[config.mk]
export PLATFORM = sky130hd
export DESIGN_NAME = lpmc_top
export DESIGN_NICKNAME = d
export VERILOG_FILES = /design/src/hdl/lpmc_sync.v /design/src/hdl/lpmc_top.v
export VERILOG_INCLUDE_DIRS = /design/src /design/src/hdl
export SDC_FILE = /design/constraint.sdc
export NUM_CORES = 1
export LEC_CHECK = 0
export BUFFER_PORTS_ARGS = -buffer_cell sky130_fd_sc_hd__buf_2
export CORE_MARGIN = 3
export CORE_UTILIZATION = 61
export DETAILED_ROUTE_END_ITERATION = 16
export PLACE_DENSITY = 0.86
export SLEW_MARGIN = 20
export SYNTH_ARGS = -nofsm -noshare
export SYNTH_HDL_FRONTEND = slang
export SYNTH_SLANG_ARGS = --single-unit
[constraint.sdc]
create_clock -name ref_clk_in -period 6.2 [get_ports ref_clk_in]
set_input_delay 0.62 -clock ref_clk_in [delete_from_list [all_inputs] [get_ports ref_clk_in]]
set_output_delay 0.62 -clock ref_clk_in [all_outputs]
set_load 0.02 [all_outputs]
[src/hdl/lpmc_defs.vh]
// Constants for the low power mode controller: mode codes, regulator codes, timing.
// Assumes inclusion by bare name from design files under hdl/.
`ifndef LPMC_DEFS_VH
`define LPMC_DEFS_VH

// Power states
`define LPMC_ST_RUN 3'h0
`define LPMC_ST_SLEEP 3'h1
`define LPMC_ST_STOP 3'h2
`define LPMC_ST_STANDBY 3'h3
`define LPMC_ST_POR 3'h4

// Low-power request codes from the core
`define LPMC_REQ_SLEEP 2'h1
`define LPMC_REQ_STOP 2'h2
`define LPMC_REQ_STANDBY 2'h3

// Regulator setting codes
`define LPMC_REG_NORMAL 2'h0
`define LPMC_REG_OVER 2'h1
`define LPMC_REG_UNDER 2'h2
`define LPMC_REG_PDOWN 2'h3

// Source counts
`define LPMC_EXT_LINES 16
`define LPMC_WAKE_PINS 6

// Power-on sequence length in ns and derived cycles at 10 ns
`define LPMC_POR_NS 1000
`define LPMC_CLK_NS 10
`define LPMC_POR_CYC ((`LPMC_POR_NS + `LPMC_CLK_NS - 1) / `LPMC_CLK_NS)

`endif

[src/hdl/lpmc_sync.v]
// Three-stage synchroniser bank with agreement of the last two stages.
// Assumes inputs asynchronous to ref_clk_in; one clock domain.
`timescale 1ns/1ps
`default_nettype none
module lpmc_sync #(
  parameter WIDTH = 1
) (
  // Clock and reset
  input wire ref_clk_in,
  input wire rst_b_in,
  // Data
  input wire [WIDTH-1:0] async_in,
  output reg [WIDTH-1:0] sync_out
);
  reg [WIDTH-1:0] s1_q;
  reg [WIDTH-1:0] s2_q;
  reg [WIDTH-1:0] s3_q;

  // Stage one feeds only stage two; output moves when two and three agree
  always @(posedge ref_clk_in) begin
    if (!rst_b_in) begin
      s1_q <= {WIDTH{1'b0}};
      s2_q <= {WIDTH{1'b0}};
      s3_q <= {WIDTH{1'b0}};
      sync_out <= {WIDTH{1'b0}};
    end else begin
      s1_q <= async_in;
      s2_q <= s1_q;
      s3_q <= s2_q;
      sync_out <= (s2_q & s3_q) | (sync_out & (s2_q | s3_q));
    end
  end
endmodule
`default_nettype wire

[src/hdl/lpmc_top.v]
// Low power mode controller: run, sleep, stop, standby sequencing and regulator choice.
// Assumes the core requests entry with a one-cycle strobe; wake sources are asynchronous pins.
//
// Summary of operation
// RQ1: Sleep halts only the core; any interrupt or event resumes it.
// RQ2: Stop gates all core-domain clocks, PLL and both oscillators; retains state.
// RQ3: Stop uses main or low-power regulator, each normal or under-drive.
// RQ4: Any external event line source wakes the device from stop.
// RQ5: Standby powers off the regulator, oscillators and PLL; core state is lost.
// RQ6: Reset pin, watchdog, wakeup pin edge or clock event ends standby.
// RQ7: Standby is refused while the regulator is bypassed.
// RQ8: Bypass strap high disables the regulator; outside holds it high.
// RQ9: Bypassed regulator never runs over-drive or under-drive.
// RQ10: Regulator setting limited per state as the allowed table says.
// RQ11: Every real-time clock event raises an interrupt and wakes any low state.
// RQ12: Bypassed, core-domain reset input resets the extra core logic; pin not general I/O.
// RQ13: Any standby exit runs the full power-on sequence before core restart.
`timescale 1ns/1ps
`default_nettype none
`include "lpmc_defs.vh"
module lpmc_top #(
  parameter EXT_LINES = `LPMC_EXT_LINES,
  parameter WAKE_PINS = `LPMC_WAKE_PINS,
  parameter POR_CYCLES = `LPMC_POR_CYC
) (
  // Clock and reset
  input wire ref_clk_in,
  input wire rst_b_in,
  // Core request
  input wire lp_req_in,
  input wire [1:0] lp_mode_in,
  input wire stop_use_lpr_in,
  input wire stop_underdrive_in,
  input wire run_overdrive_in,
  input wire core_irq_in,
  // Wake sources (asynchronous)
  input wire [EXT_LINES-1:0] external_event_lines_in,
  input wire supply_level_detector_in,
  input wire usb_wakeup_in,
  input wire low_power_timer_in,
  input wire [3:0] rtc_event_in,
  input wire external_reset_pin_b_in,
  input wire independent_watchdog_in,
  input wire [WAKE_PINS-1:0] wakeup_pin_in,
  input wire [WAKE_PINS-1:0] wakeup_pin_rise_in,
  // Straps (asynchronous)
  input wire bypass_strap_in,
  input wire core_domain_reset_input_b_in,
  // Status and control outputs
  output reg [2:0] power_state_out,
  output reg core_clk_en_out,
  output reg periph_clk_en_out,
  output reg osc_pll_en_out,
  output reg core_domain_power_out,
  output reg core_reset_b_out,
  output reg extra_core_reset_b_out,
  output reg regulator_en_out,
  output reg main_regulator_out,
  output reg low_power_regulator_out,
  output reg [1:0] regulator_mode_out,
  output reg rtc_irq_out,
  output reg req_refused_out,
  output reg debug_por_block_out,
  output reg pa_gpio_allowed_out
);
  localparam SRCW = EXT_LINES + 3 + 4 + 2 + WAKE_PINS + 1;
  localparam [15:0] POR_LOAD = POR_CYCLES;

  wire [SRCW-1:0] sync_w;
  wire [EXT_LINES-1:0] ext_s;
  wire pvd_s, usb_s, lpt_s, wd_s, strap_s, cdr_b_s, external_reset_pin_b_s;
  wire [3:0] rtc_s;
  wire [WAKE_PINS-1:0] wk_s;

  // Wake sources and straps, except the reset pin and the edge selects, pass the three-stage synchroniser
  lpmc_sync #(.WIDTH(SRCW)) u_sync (
    .ref_clk_in(ref_clk_in),
    .rst_b_in(rst_b_in),
    .async_in({external_event_lines_in, supply_level_detector_in, usb_wakeup_in,
               low_power_timer_in, rtc_event_in, independent_watchdog_in, bypass_strap_in,
               wakeup_pin_in, core_domain_reset_input_b_in}),
    .sync_out(sync_w)
  );
  assign {ext_s, pvd_s, usb_s, lpt_s, rtc_s, wd_s, strap_s, wk_s, cdr_b_s} = sync_w;

  // Reset pin goes through its own three-stage synchroniser so it never merges with events
  wire [0:0] external_reset_pin_w;
  lpmc_sync #(.WIDTH(1)) u_sync_external_reset_pin (
    .ref_clk_in(ref_clk_in),
    .rst_b_in(rst_b_in),
    .async_in(~external_reset_pin_b_in),
    .sync_out(external_reset_pin_w)
  );
  assign external_reset_pin_b_s = ~external_reset_pin_w[0];

  // Edge memory for wakeup pins and clock events
  reg [WAKE_PINS-1:0] wk_prev_q;
  reg [3:0] rtc_prev_q;
  always @(posedge ref_clk_in) begin
    if (!rst_b_in) begin
      wk_prev_q <= {WAKE_PINS{1'b0}};
      rtc_prev_q <= 4'h0;
    end else begin
      wk_prev_q <= wk_s;
      rtc_prev_q <= rtc_s;
    end
  end

  // Each pin picks its own polarity: rising when set, falling otherwise
  wire [WAKE_PINS-1:0] wk_edge = (wakeup_pin_rise_in & wk_s & ~wk_prev_q) |
                                 (~wakeup_pin_rise_in & ~wk_s & wk_prev_q);
  wire rtc_evt = |(rtc_s & ~rtc_prev_q); // RQ11
  wire stop_wake = (|ext_s) | pvd_s | usb_s | lpt_s | rtc_evt; // RQ4
  wire standby_wake = ~external_reset_pin_b_s | wd_s | (|wk_edge) | rtc_evt; // RQ6

  // Regulator setting legal for a state; bypass removes over and under drive
  function [1:0] lpmc_reg_limit;
    input [2:0] st;
    input [1:0] want;
    input byp;
    begin
      case (st)
        `LPMC_ST_RUN, `LPMC_ST_SLEEP:
          lpmc_reg_limit = (want == `LPMC_REG_OVER && !byp) ? `LPMC_REG_OVER : `LPMC_REG_NORMAL; // RQ10 RQ9
        `LPMC_ST_STOP:
          lpmc_reg_limit = (want == `LPMC_REG_UNDER && !byp) ? `LPMC_REG_UNDER : `LPMC_REG_NORMAL; // RQ3 RQ9
        `LPMC_ST_STANDBY:
          lpmc_reg_limit = `LPMC_REG_PDOWN; // RQ10
        default:
          lpmc_reg_limit = `LPMC_REG_NORMAL;
      endcase
    end
  endfunction

  reg [2:0] state_q, state_d;
  reg [15:0] por_cnt_q, por_cnt_d;
  reg refused_d;
  reg lpr_q, lpr_d;
  reg ud_q, ud_d;

  // Mode sequencer; the reset pin is checked last, so it beats a same-cycle request or wake
  always @* begin
    state_d = state_q;
    por_cnt_d = por_cnt_q;
    refused_d = 1'b0;
    lpr_d = lpr_q;
    ud_d = ud_q;
    case (state_q)
      `LPMC_ST_POR: begin
        if (por_cnt_q != 16'h0000) begin
          por_cnt_d = por_cnt_q - 16'h0001;
        end else begin
          state_d = `LPMC_ST_RUN; // RQ13
        end
      end
      `LPMC_ST_RUN: begin
        if (lp_req_in) begin
          case (lp_mode_in)
            `LPMC_REQ_SLEEP: state_d = `LPMC_ST_SLEEP;
            `LPMC_REQ_STOP: begin
              state_d = `LPMC_ST_STOP;
              lpr_d = stop_use_lpr_in; // RQ3
              ud_d = stop_underdrive_in;
            end
            `LPMC_REQ_STANDBY: begin
              if (strap_s) begin
                refused_d = 1'b1; // RQ7
              end else begin
                state_d = `LPMC_ST_STANDBY;
              end
            end
            default: refused_d = 1'b1;
          endcase
        end
      end
      `LPMC_ST_SLEEP: begin
        if (core_irq_in | stop_wake) begin
          state_d = `LPMC_ST_RUN; // RQ1
        end
      end
      `LPMC_ST_STOP: begin
        if (stop_wake) begin
          state_d = `LPMC_ST_RUN; // RQ4
        end
      end
      `LPMC_ST_STANDBY: begin
        if (standby_wake) begin
          state_d = `LPMC_ST_POR; // RQ6 RQ13
          por_cnt_d = POR_LOAD;
        end
      end
      default: begin
        state_d = `LPMC_ST_POR;
        por_cnt_d = POR_LOAD;
      end
    endcase
    // Reset pin always restarts the power-on sequence
    if (!external_reset_pin_b_s && state_q != `LPMC_ST_STANDBY) begin
      state_d = `LPMC_ST_POR;
      por_cnt_d = POR_LOAD;
    end
  end

  always @(posedge ref_clk_in) begin
    if (!rst_b_in) begin
      state_q <= `LPMC_ST_POR;
      por_cnt_q <= POR_LOAD;
      lpr_q <= 1'b0;
      ud_q <= 1'b0;
    end else begin
      state_q <= state_d;
      por_cnt_q <= por_cnt_d;
      lpr_q <= lpr_d;
      ud_q <= ud_d;
    end
  end

  // Wanted regulator setting for the next state
  wire [1:0] want_reg = (state_d == `LPMC_ST_STOP) ? (ud_d ? `LPMC_REG_UNDER : `LPMC_REG_NORMAL) :
                        (run_overdrive_in ? `LPMC_REG_OVER : `LPMC_REG_NORMAL);
  wire in_stop = (state_d == `LPMC_ST_STOP);
  wire in_stby = (state_d == `LPMC_ST_STANDBY);
  wire in_por = (state_d == `LPMC_ST_POR);

  // Registered outputs follow the next state so they line up with power_state_out, except extra_core_reset_b_out, a cycle behind when unbypassed
  always @(posedge ref_clk_in) begin
    if (!rst_b_in) begin
      power_state_out <= `LPMC_ST_POR;
      core_clk_en_out <= 1'b0;
      periph_clk_en_out <= 1'b0;
      osc_pll_en_out <= 1'b1;
      core_domain_power_out <= 1'b1;
      core_reset_b_out <= 1'b0;
      extra_core_reset_b_out <= 1'b0;
      regulator_en_out <= 1'b0;
      main_regulator_out <= 1'b0;
      low_power_regulator_out <= 1'b0;
      regulator_mode_out <= `LPMC_REG_NORMAL;
      rtc_irq_out <= 1'b0;
      req_refused_out <= 1'b0;
      debug_por_block_out <= 1'b0;
      pa_gpio_allowed_out <= 1'b0;
    end else begin
      power_state_out <= state_d;
      core_clk_en_out <= (state_d == `LPMC_ST_RUN); // RQ1 RQ2
      periph_clk_en_out <= ~in_stop & ~in_stby & ~in_por; // RQ1 RQ2
      osc_pll_en_out <= ~in_stop & ~in_stby; // RQ2 RQ5
      core_domain_power_out <= ~in_stby; // RQ5
      core_reset_b_out <= ~in_por & ~in_stby; // RQ13
      // Bypassed, the core-domain reset input holds the extra logic in reset
      extra_core_reset_b_out <= strap_s ? cdr_b_s : core_reset_b_out; // RQ12
      regulator_en_out <= ~strap_s & ~in_stby; // RQ8 RQ5
      main_regulator_out <= ~strap_s & ~in_stby & ~(in_stop & lpr_d); // RQ3
      low_power_regulator_out <= ~strap_s & in_stop & lpr_d; // RQ3
      regulator_mode_out <= lpmc_reg_limit(state_d, want_reg, strap_s); // RQ9 RQ10
      rtc_irq_out <= rtc_evt; // RQ11
      req_refused_out <= refused_d; // RQ7
      debug_por_block_out <= strap_s & ~cdr_b_s; // RQ12
      pa_gpio_allowed_out <= ~strap_s; // RQ12
    end
  end
endmodule
`default_nettype wire

==> results of run 1 <==
## where the power goes
group | switching, mW | total, mW | internal [mW]
combinational | 0.0371 | 0.0760 | 0.0388
sequential | 0.0149 | 1.19 | 1.18
clock | 0.472 | 1.02 | 0.553
## logic make-up after synthesis
logic type | after synthesis | synth area share, %
buffers and inverters | 37 | 2.44
xor gates and xnor gates | 1 | 0.147
AOI/OAI and AO/OA | 125 | 12.9
DFF | 178 | 59.9
and+or+nand+nor | 235 | 23.1
adders and majority gates | 5 | 1.01
muxes | 3 | 0.505
## metrics by stage
step	power [mW]	hold WS, ns	cell area (um2)	setup WS (ns)
2_1_floorplan	1.26	0.412	5950	3.70
3_3_place_gp	1.29	0.414	6350	3.68
3_5_place_dp	1.29	0.422	6350	3.63
4_1_cts	2.31	0.232	6940	3.54
5_1_grt	2.38	0.234	6940	3.37
6_report	2.29	0.253	6940	3.50
## worst max-delay path by stage
stage	from	end	slack, ns	cells after the start
after CTS	power_state_out[1]	low_power_regulator_out	3.54	6
final	power_state_out[1]	low_power_regulator_out	3.50	6
after global placement	power_state_out[1]	por_cnt_q[2]	3.68	6
after floorplan	power_state_out[1]	por_cnt_q[0]	3.70	9
after detailed placement	por_cnt_q[0]	por_cnt_q[5]	3.63	9
after global routing	power_state_out[1]	low_power_regulator_out	3.37	6
## routing by layer
metal / vias to the layer above / track usage [%] / wire length [um]
met5: - / 0 / 0
met2: 99 / 32.8 / 5150
met1: 1930 / 24.2 / 4610
met3: 10 / 6.55 / 571
li1: 2110 / - / -
met4: 0 / 6.28 / 95
## final cells by class
cell class	instances	area (um2)
tap	129	161
timing repair buffer	67	343
inverter	12	45.0
clock inverter	15	170
clock buffer	17	414
multi-input combinational	369	2240
fill	660	2440
sequential	178	3560
## critical path: cells and delay by family (launching register included)
family        cells  cell delay, ns
flops             1            0.55
simple gates      6            2.03
## cells in the final DEF (no fill, tap or decap), drive strengths merged, types with 7 or more instances in the layout
cell type  synthesis  routed
or4               14      14
and2             109     109
inv               12      18
dfxtp            178     178
nand2b            11      11
clkbuf            20      17
o21ai             45      45
or3               14      14
a21oi             21      21
o31ai              7       7
nand2             47      47
buf                5      67
a21boi            33      33
## state kept, by name, indices dropped and copies added, names as in the netlist, 2 cells and up
| register | cells |
|---|---|
| u_sync.sync_out | 32 |
| u_sync.s3_q | 32 |
| wk_prev_q | 6 |
| rtc_prev_q | 4 |
| u_sync.s1_q | 32 |
| por_cnt_q | 16 |
| u_sync.s2_q | 32 |
| power_state_out | 3 |
| regulator_mode_out | 2 |
==> metrics.log, run 1 <==
[metrics] largest stage delay on the critical path: 0.56 ns
[metrics] Post-synth top flop: sky130_fd_sc_hd__dfxtp_1
[metrics] status: finished clean
[metrics] synthesized instance count: 584
[metrics] Max-Cap Viols: 0
[metrics] count of unique library cells instantiated by Yosys: 44
[metrics] cell at the root of the clock tree: sky130_fd_sc_hd__clkbuf_8
[metrics] Worst Hold Depth: 2
[metrics] number of nets in the finished design: 697
[metrics] Critical Path End Type: flop
[metrics] Final Setup Violations: 0
[metrics] sink of the worst hold path: u_sync_external_reset_pin.s1_q
[metrics] largest net degree at the start of global routing: roughly 150
[metrics] Clock Path Buffers: 2
[metrics] initial cell density of the core: 63.5%
[metrics] H-tree depth reported by CTS: 4
[metrics] hold crit path type: in -> reg
[metrics] clock tree from TritonCTS: yes
[metrics] kind of start point of the critical path: flop
[metrics] synthesized area: 5950 um2
[metrics] port buffer count: 65
[metrics] Initial DRT Pass Iterations: 5
[metrics] number of buffers added by the clock tree synthesis step: 17
[metrics] worst reg2reg path startpoint: power_state_out[1]
[metrics] Synth Net Count: 636
[metrics] Detail Route Antenna Nets: 0
[metrics] top cell type by total area after synthesis: sky130_fd_sc_hd__dfxtp_1
[metrics] die outline width: between 100 and 150 um
[metrics] Die Y-Extent: 105 um
[metrics] count of final hold-check violations: 0
[metrics] clock latency on the worst-skew pair: 0.53 ns
[metrics] core outline area: roughly 9400 um2
[metrics] Critical Path AT: 3.12 ns
[metrics] sequential fraction of the synthesis area: 59.9%
[metrics] fin. max-slew vios: 0
[metrics] total length of routed wires: about 10,000 um
[metrics] Max-slew headroom: 36.6%
[metrics] die footprint: 11,000 um2
[metrics] highest clock frequency the design can meet: 370 MHz
[metrics] final standard cell count with taps included and fillers excluded: between 700 and 800
[metrics] routed length per placed instance: 13.2 um
[metrics] share of Yosys cell area claimed by the top area cell type: 59.9%
[metrics] post-CTS clock slew at the launch and capture registers of the worst setup and hold paths: 0.07 ns
[metrics] cts hold-fix bufs: 0
[metrics] initial antenna violation count: 0
[metrics] number of global-route vias before repair: about 3,900
[metrics] R2R Path End: low_power_regulator_out
[metrics] final sum of negative setup slack: 0 ns
[metrics] Post CTS Setup Buffer Count: 0
[metrics] post_cts resized: 0
[metrics] Crit-path slowest cell: sky130_fd_sc_hd__or4_1
[metrics] I/O pin count: 66
[metrics] Synthesis Warnings: 0
[metrics] number of enable-type register cells in the synthesized netlist: 0
[metrics] data required time of the critical path: 6.62 ns
[metrics] number of standard-cell rows in the floorplan: 35
[metrics] Total GRT Usage: 19.7%
[metrics] number of vias in the routed layout: between 4,000 and 5,000
[metrics] clock period minus worst slack: 2.70 ns
[metrics] power density relative to cell area: 330 nW/um2
[metrics] Worst VDD drop: 0.210 mV
[metrics] Avg Cell Area, Syn: 10.2 um2
[metrics] dominant cell by count in the synthesized netlist: sky130_fd_sc_hd__dfxtp_1
[metrics] worst setup path category: reg -> reg
[metrics] Post-route DRC: 0
[metrics] Synth top cells by count: 178 x sky130_fd_sc_hd__dfxtp_1, 109 x sky130_fd_sc_hd__and2_1, 47 x sky130_fd_sc_hd__nand2_1
[metrics] clock sink count: around 180
[metrics] slew of the pin with the lowest slew margin: 0.952 ns
[metrics] DRC violation total after the first TritonRoute iteration: 169
[metrics] unrepaired setup endpoints after global routing: false
[metrics] wire length of the first global-routing pass: 17,600 um
[metrics] Area Growth Syn to Fin: 16.6%
[metrics] leading post-synthesis cells by cell area: sky130_fd_sc_hd__dfxtp_1 60%, sky130_fd_sc_hd__and2_1 11%, sky130_fd_sc_hd__a21boi_0 4.2%, sky130_fd_sc_hd__o21ai_0 3.7%, sky130_fd_sc_hd__nand2_1 3.0%
[metrics] number of antenna repair diodes: 0
[metrics] core occupancy in the finished layout: 74.0%
[metrics] number of placed instances, taps included: 755
[metrics] Final period util: 43.6%
[metrics] GP Congestion: 0.844
[metrics] Worst Reg-to-Reg Cells: 6
[metrics] startpoint of the worst hold path: external_reset_pin_b_in
[metrics] async set-or-reset flop fraction in the synthesized netlist: 0%
[metrics] maximum fanout along the worst path: 11
[metrics] share of layout cells above drive strength 1: 16.0%
[metrics] global route total overflow: 0
[metrics] worst clock skew on the final layout: 0.00931 ns
[metrics] Seq cells post-synth: 178
[metrics] leakage: 2.77 nW
[metrics] final HPWL from detailed placement: 6910 um
[metrics] Avg Vias per Cell: approximately 5.3
[metrics] ordered cell list for the critical path: nand3b_1 > or3_1 > or4_1 > or2_1 > nand2_1 > nor4b_1
[metrics] setup slack of the worst register-to-register path: between 3 and 4 ns
Power figures use the tool's default switching activity.
==> run 2, diff against run 1 <==
Settings changed: CORE_UTILIZATION 61 to 57, PLACE_DENSITY 0.86 to 0.81.
Clock period 6.2 ns to 2.6 ns, I/O delays scaled along.
==> metrics.log, run 2 (same netlist as run 1, synthesis figures left out) <==
[metrics] maximum fanout along the worst path: 7 (-4)
[metrics] Post CTS Setup Buffer Count: 0 (unchanged)
[metrics] Detail Route Antenna Nets: 0 (unchanged)
[metrics] worst clock skew on the final layout: 0.00781 ns (-0.00151 ns)
[metrics] Final period util: 96.4% (+53 points)
[metrics] power density relative to cell area: 733 nW/um2 (+120%)
[metrics] Flop pwr share: 53.2% (+1.2 points)
[metrics] clock sink count: 178 (unchanged)
[metrics] largest net degree at the start of global routing: 60 (-59%)
[metrics] Worst Hold Depth: 3 (+1)
[metrics] largest stage delay on the critical path: 0.55 ns (about the same)
[metrics] wire length of the first global-routing pass: 18,100 um (+2.9%)
[metrics] Critical Path AT: 2.95 ns (-0.17 ns)
[metrics] worst setup path category: reg -> reg
[metrics] number of global-route vias before repair: 4,119 (+5.2%)
[metrics] Sw Ratio: 21.2% (-1.7 points)
[metrics] Crit-path slowest cell: sky130_fd_sc_hd__or4_4
[metrics] number of placed instances, taps included: 764 (+1.2%)
[metrics] Area Growth Syn to Fin: 22.4%
[metrics] clock latency on the worst-skew pair: 0.51 ns (-0.02 ns)
[metrics] fin. max-slew vios: 0 (unchanged)
[metrics] most common cell after layout, fill and taps aside: sky130_fd_sc_hd__dfxtp_1
[metrics] share of layout cells above drive strength 1: 15.7% (-0.30 points)
[metrics] GP Congestion: 0.835 (-1.0%)
[metrics] R2R Path End: por_cnt_q[15]
[metrics] Post-route DRC: 0 (unchanged)
[metrics] die footprint: 11,700 um2 (+6.6%)
[metrics] unrepaired setup endpoints after global routing: false
[metrics] Max-Cap Viols: 0 (unchanged)
[metrics] H-tree depth reported by CTS: 4 (unchanged)
[metrics] leakage: 2.90 nW (+4.8%)
[metrics] core outline area: 9950 um2 (+6.2%)
[metrics] die outline width: 108 um (+3.3%)
[metrics] final sum of negative setup slack: 0 ns (unchanged)
[metrics] Total GRT Usage: 19.5% (-0.24 points)
[metrics] worst reg2reg path startpoint: por_cnt_q[3]
[metrics] initial antenna violation count: 0 (unchanged)
[metrics] ordered cell list for the critical path: or4_4 > or2_4 > or3_4 > or4_1 > or3_1 > a21oi_2
[metrics] Final Setup Violations: 0 (unchanged)
[metrics] total length of routed wires: 10,700 um (+2.8%)
[metrics] number of antenna repair diodes: 0 (unchanged)
[metrics] combinational group share of total power: 4.2% (+0.9 points)
[metrics] kind of start point of the critical path: flop
[metrics] number of buffers added by the clock tree synthesis step: 17 (unchanged)
[metrics] kind of cell adding the most delay to the critical path: simple AND/OR/NAND/NOR gates
[metrics] initial cell density of the core: 59.7% (-3.7 points)
[metrics] clock tree from TritonCTS: yes
[metrics] I/O pin count: 66 (unchanged)
[metrics] Initial DRT Pass Iterations: 4 (-1)
[metrics] slew of the pin with the lowest slew margin: 0.434 ns (-0.518 ns)
[metrics] clock period minus worst slack: 2.51 ns (-0.197 ns)
[metrics] final standard cell count with taps included and fillers excluded: 829 (+5.3%)
[metrics] reported net switching power: 1.13 mW (+120%)
[metrics] Worst Reg-to-Reg Cells: 6 (unchanged)
[metrics] most used cells in the layout excluding fill and tap cells: 177 x sky130_fd_sc_hd__dfxtp_1, 109 x sky130_fd_sc_hd__and2_1, 64 x sky130_fd_sc_hd__buf_2
[metrics] Clock Path Buffers: 2 (unchanged)
[metrics] routed length per placed instance: 12.9 um (-2.4%)
[metrics] post-CTS clock slew at the launch and capture registers of the worst setup and hold paths: 0.07 ns (about the same)
[metrics] hold crit path type: in -> reg
[metrics] Max-slew headroom: 70.9% (+34 points)
[metrics] number of buffer and inverter stages on the critical path: 0 (unchanged)
[metrics] number of nets in the finished design: 735 (+5.5%)
[metrics] Die Y-Extent: 108 um (+3.3%)
[metrics] cell-internal power: 4.21 mW (+140%)
[metrics] data required time of the critical path: 3.05 ns (-3.57 ns)
[metrics] sink of the worst hold path: ud_q
[metrics] highest clock frequency the design can meet: 399 MHz (+7.9%)
[metrics] startpoint of the worst hold path: stop_underdrive_in
[metrics] setup slack of the worst register-to-register path: 0.09 ns (-3.40 ns)
[metrics] global route total overflow: 0 (unchanged)
[metrics] count of final hold-check violations: 0 (unchanged)
[metrics] number of standard-cell rows in the floorplan: 36 (+2.9%)
[metrics] final HPWL from detailed placement: 6920 um (+0.13%)
[metrics] Worst VDD drop: 0.466 mV (+120%)
[metrics] port buffer count: 65 (unchanged)
[metrics] clock share of power: 42.6% (-2.1 points)
[metrics] status: finished clean
[metrics] DRC violation total after the first TritonRoute iteration: 203 (+20%)
[metrics] number of vias in the routed layout: 4,252 (+2.5%)
[metrics] cell at the root of the clock tree: sky130_fd_sc_hd__clkbuf_8
[metrics] Critical Path End Type: flop
[metrics] Avg Vias per Cell: 5.13 (-2.7%)
[run 2: cell types whose count changed in the layout (fill, tap and decap cells not counted), sizes merged]
cell,delta
dlygate4sd3,+33
buf,+5
clkbuf,+4
inv,-4
clkinv,-3
clkinvlp,+3
[run 2: routing by layer]
layer | wire length (um) | GRT usage [%] | vias up
li1 | - | - | 2182
met1 | 4710 | 23.0 | 1965
met2 | 5340 | 34.4 | 90
met3 | 488 | 4.42 | 15
met4 | 167 | 7.66 | 0
met5 | 0 | 0 | -
[run 2: power by group through the flow]
stage	combinational [mW]	sequential, mW	clock (mW)
after floorplan	0.117	2.89	0
after global placement	0.173	2.89	0
after detailed placement	0.181	2.90	0
after CTS	0.220	2.84	2.31
after global routing	0.250	2.85	2.44
final	0.222	2.84	2.28
[run 2: tightest hold or removal path, cell delays in order]
cell,delay (ns)
sky130_fd_sc_hd__buf_2,0.08
sky130_fd_sc_hd__mux2i_1,0.08
sky130_fd_sc_hd__nor2b_1,0.11
[run 2: through the flow]
step           util (%)  hold WS (ns)  cell area (um2)  worst slack (ns)  total power [mW]
5_1_grt            73.1        0.0595             7280            0.0139              5.53
6_report           73.1        0.0487             7280            0.0925              5.34
2_1_floorplan         -         0.332             5950            0.0973              3.01
4_1_cts            73.1        0.0323             7270            0.0930              5.37
3_5_place_dp       64.4         0.419             6410             0.120              3.08
3_3_place_gp       64.4         0.415             6410             0.171              3.07
[run 2: worst max path at each step]
stage                  startpoint       endpoint  slack [ns]  cells past startpoint
6_report             por_cnt_q[3]  por_cnt_q[15]        0.09                      6
5_1_grt              por_cnt_q[3]  por_cnt_q[15]        0.01                      6
4_1_cts              por_cnt_q[3]  por_cnt_q[15]        0.09                      6
3_5_place_dp         por_cnt_q[3]  por_cnt_q[15]        0.12                      6
3_3_place_gp         por_cnt_q[3]  por_cnt_q[15]        0.17                      6
2_1_floorplan  power_state_out[1]   por_cnt_q[0]         0.1                      9
[run 2: repair_timing]
| action | 4_1_cts | 5_1_grt |
|---|---|---|
| endpoints found under the setup margin | 0 | 1 |
| hold buffers | 33 | 0 |
| hold endpoints to repair | 33 | 0 |
| gates resized for setup | 0 | 3 |
[run 2: area by class of cell]
type,instances,area (um2)
flip-flops and latches,178,3560
clock buffers,21,429
multi-input cells,369,2240
well taps,133,166
repair buffers,105,723
inverters,12,45.0
fillers,665,2680
clock inverters,11,106
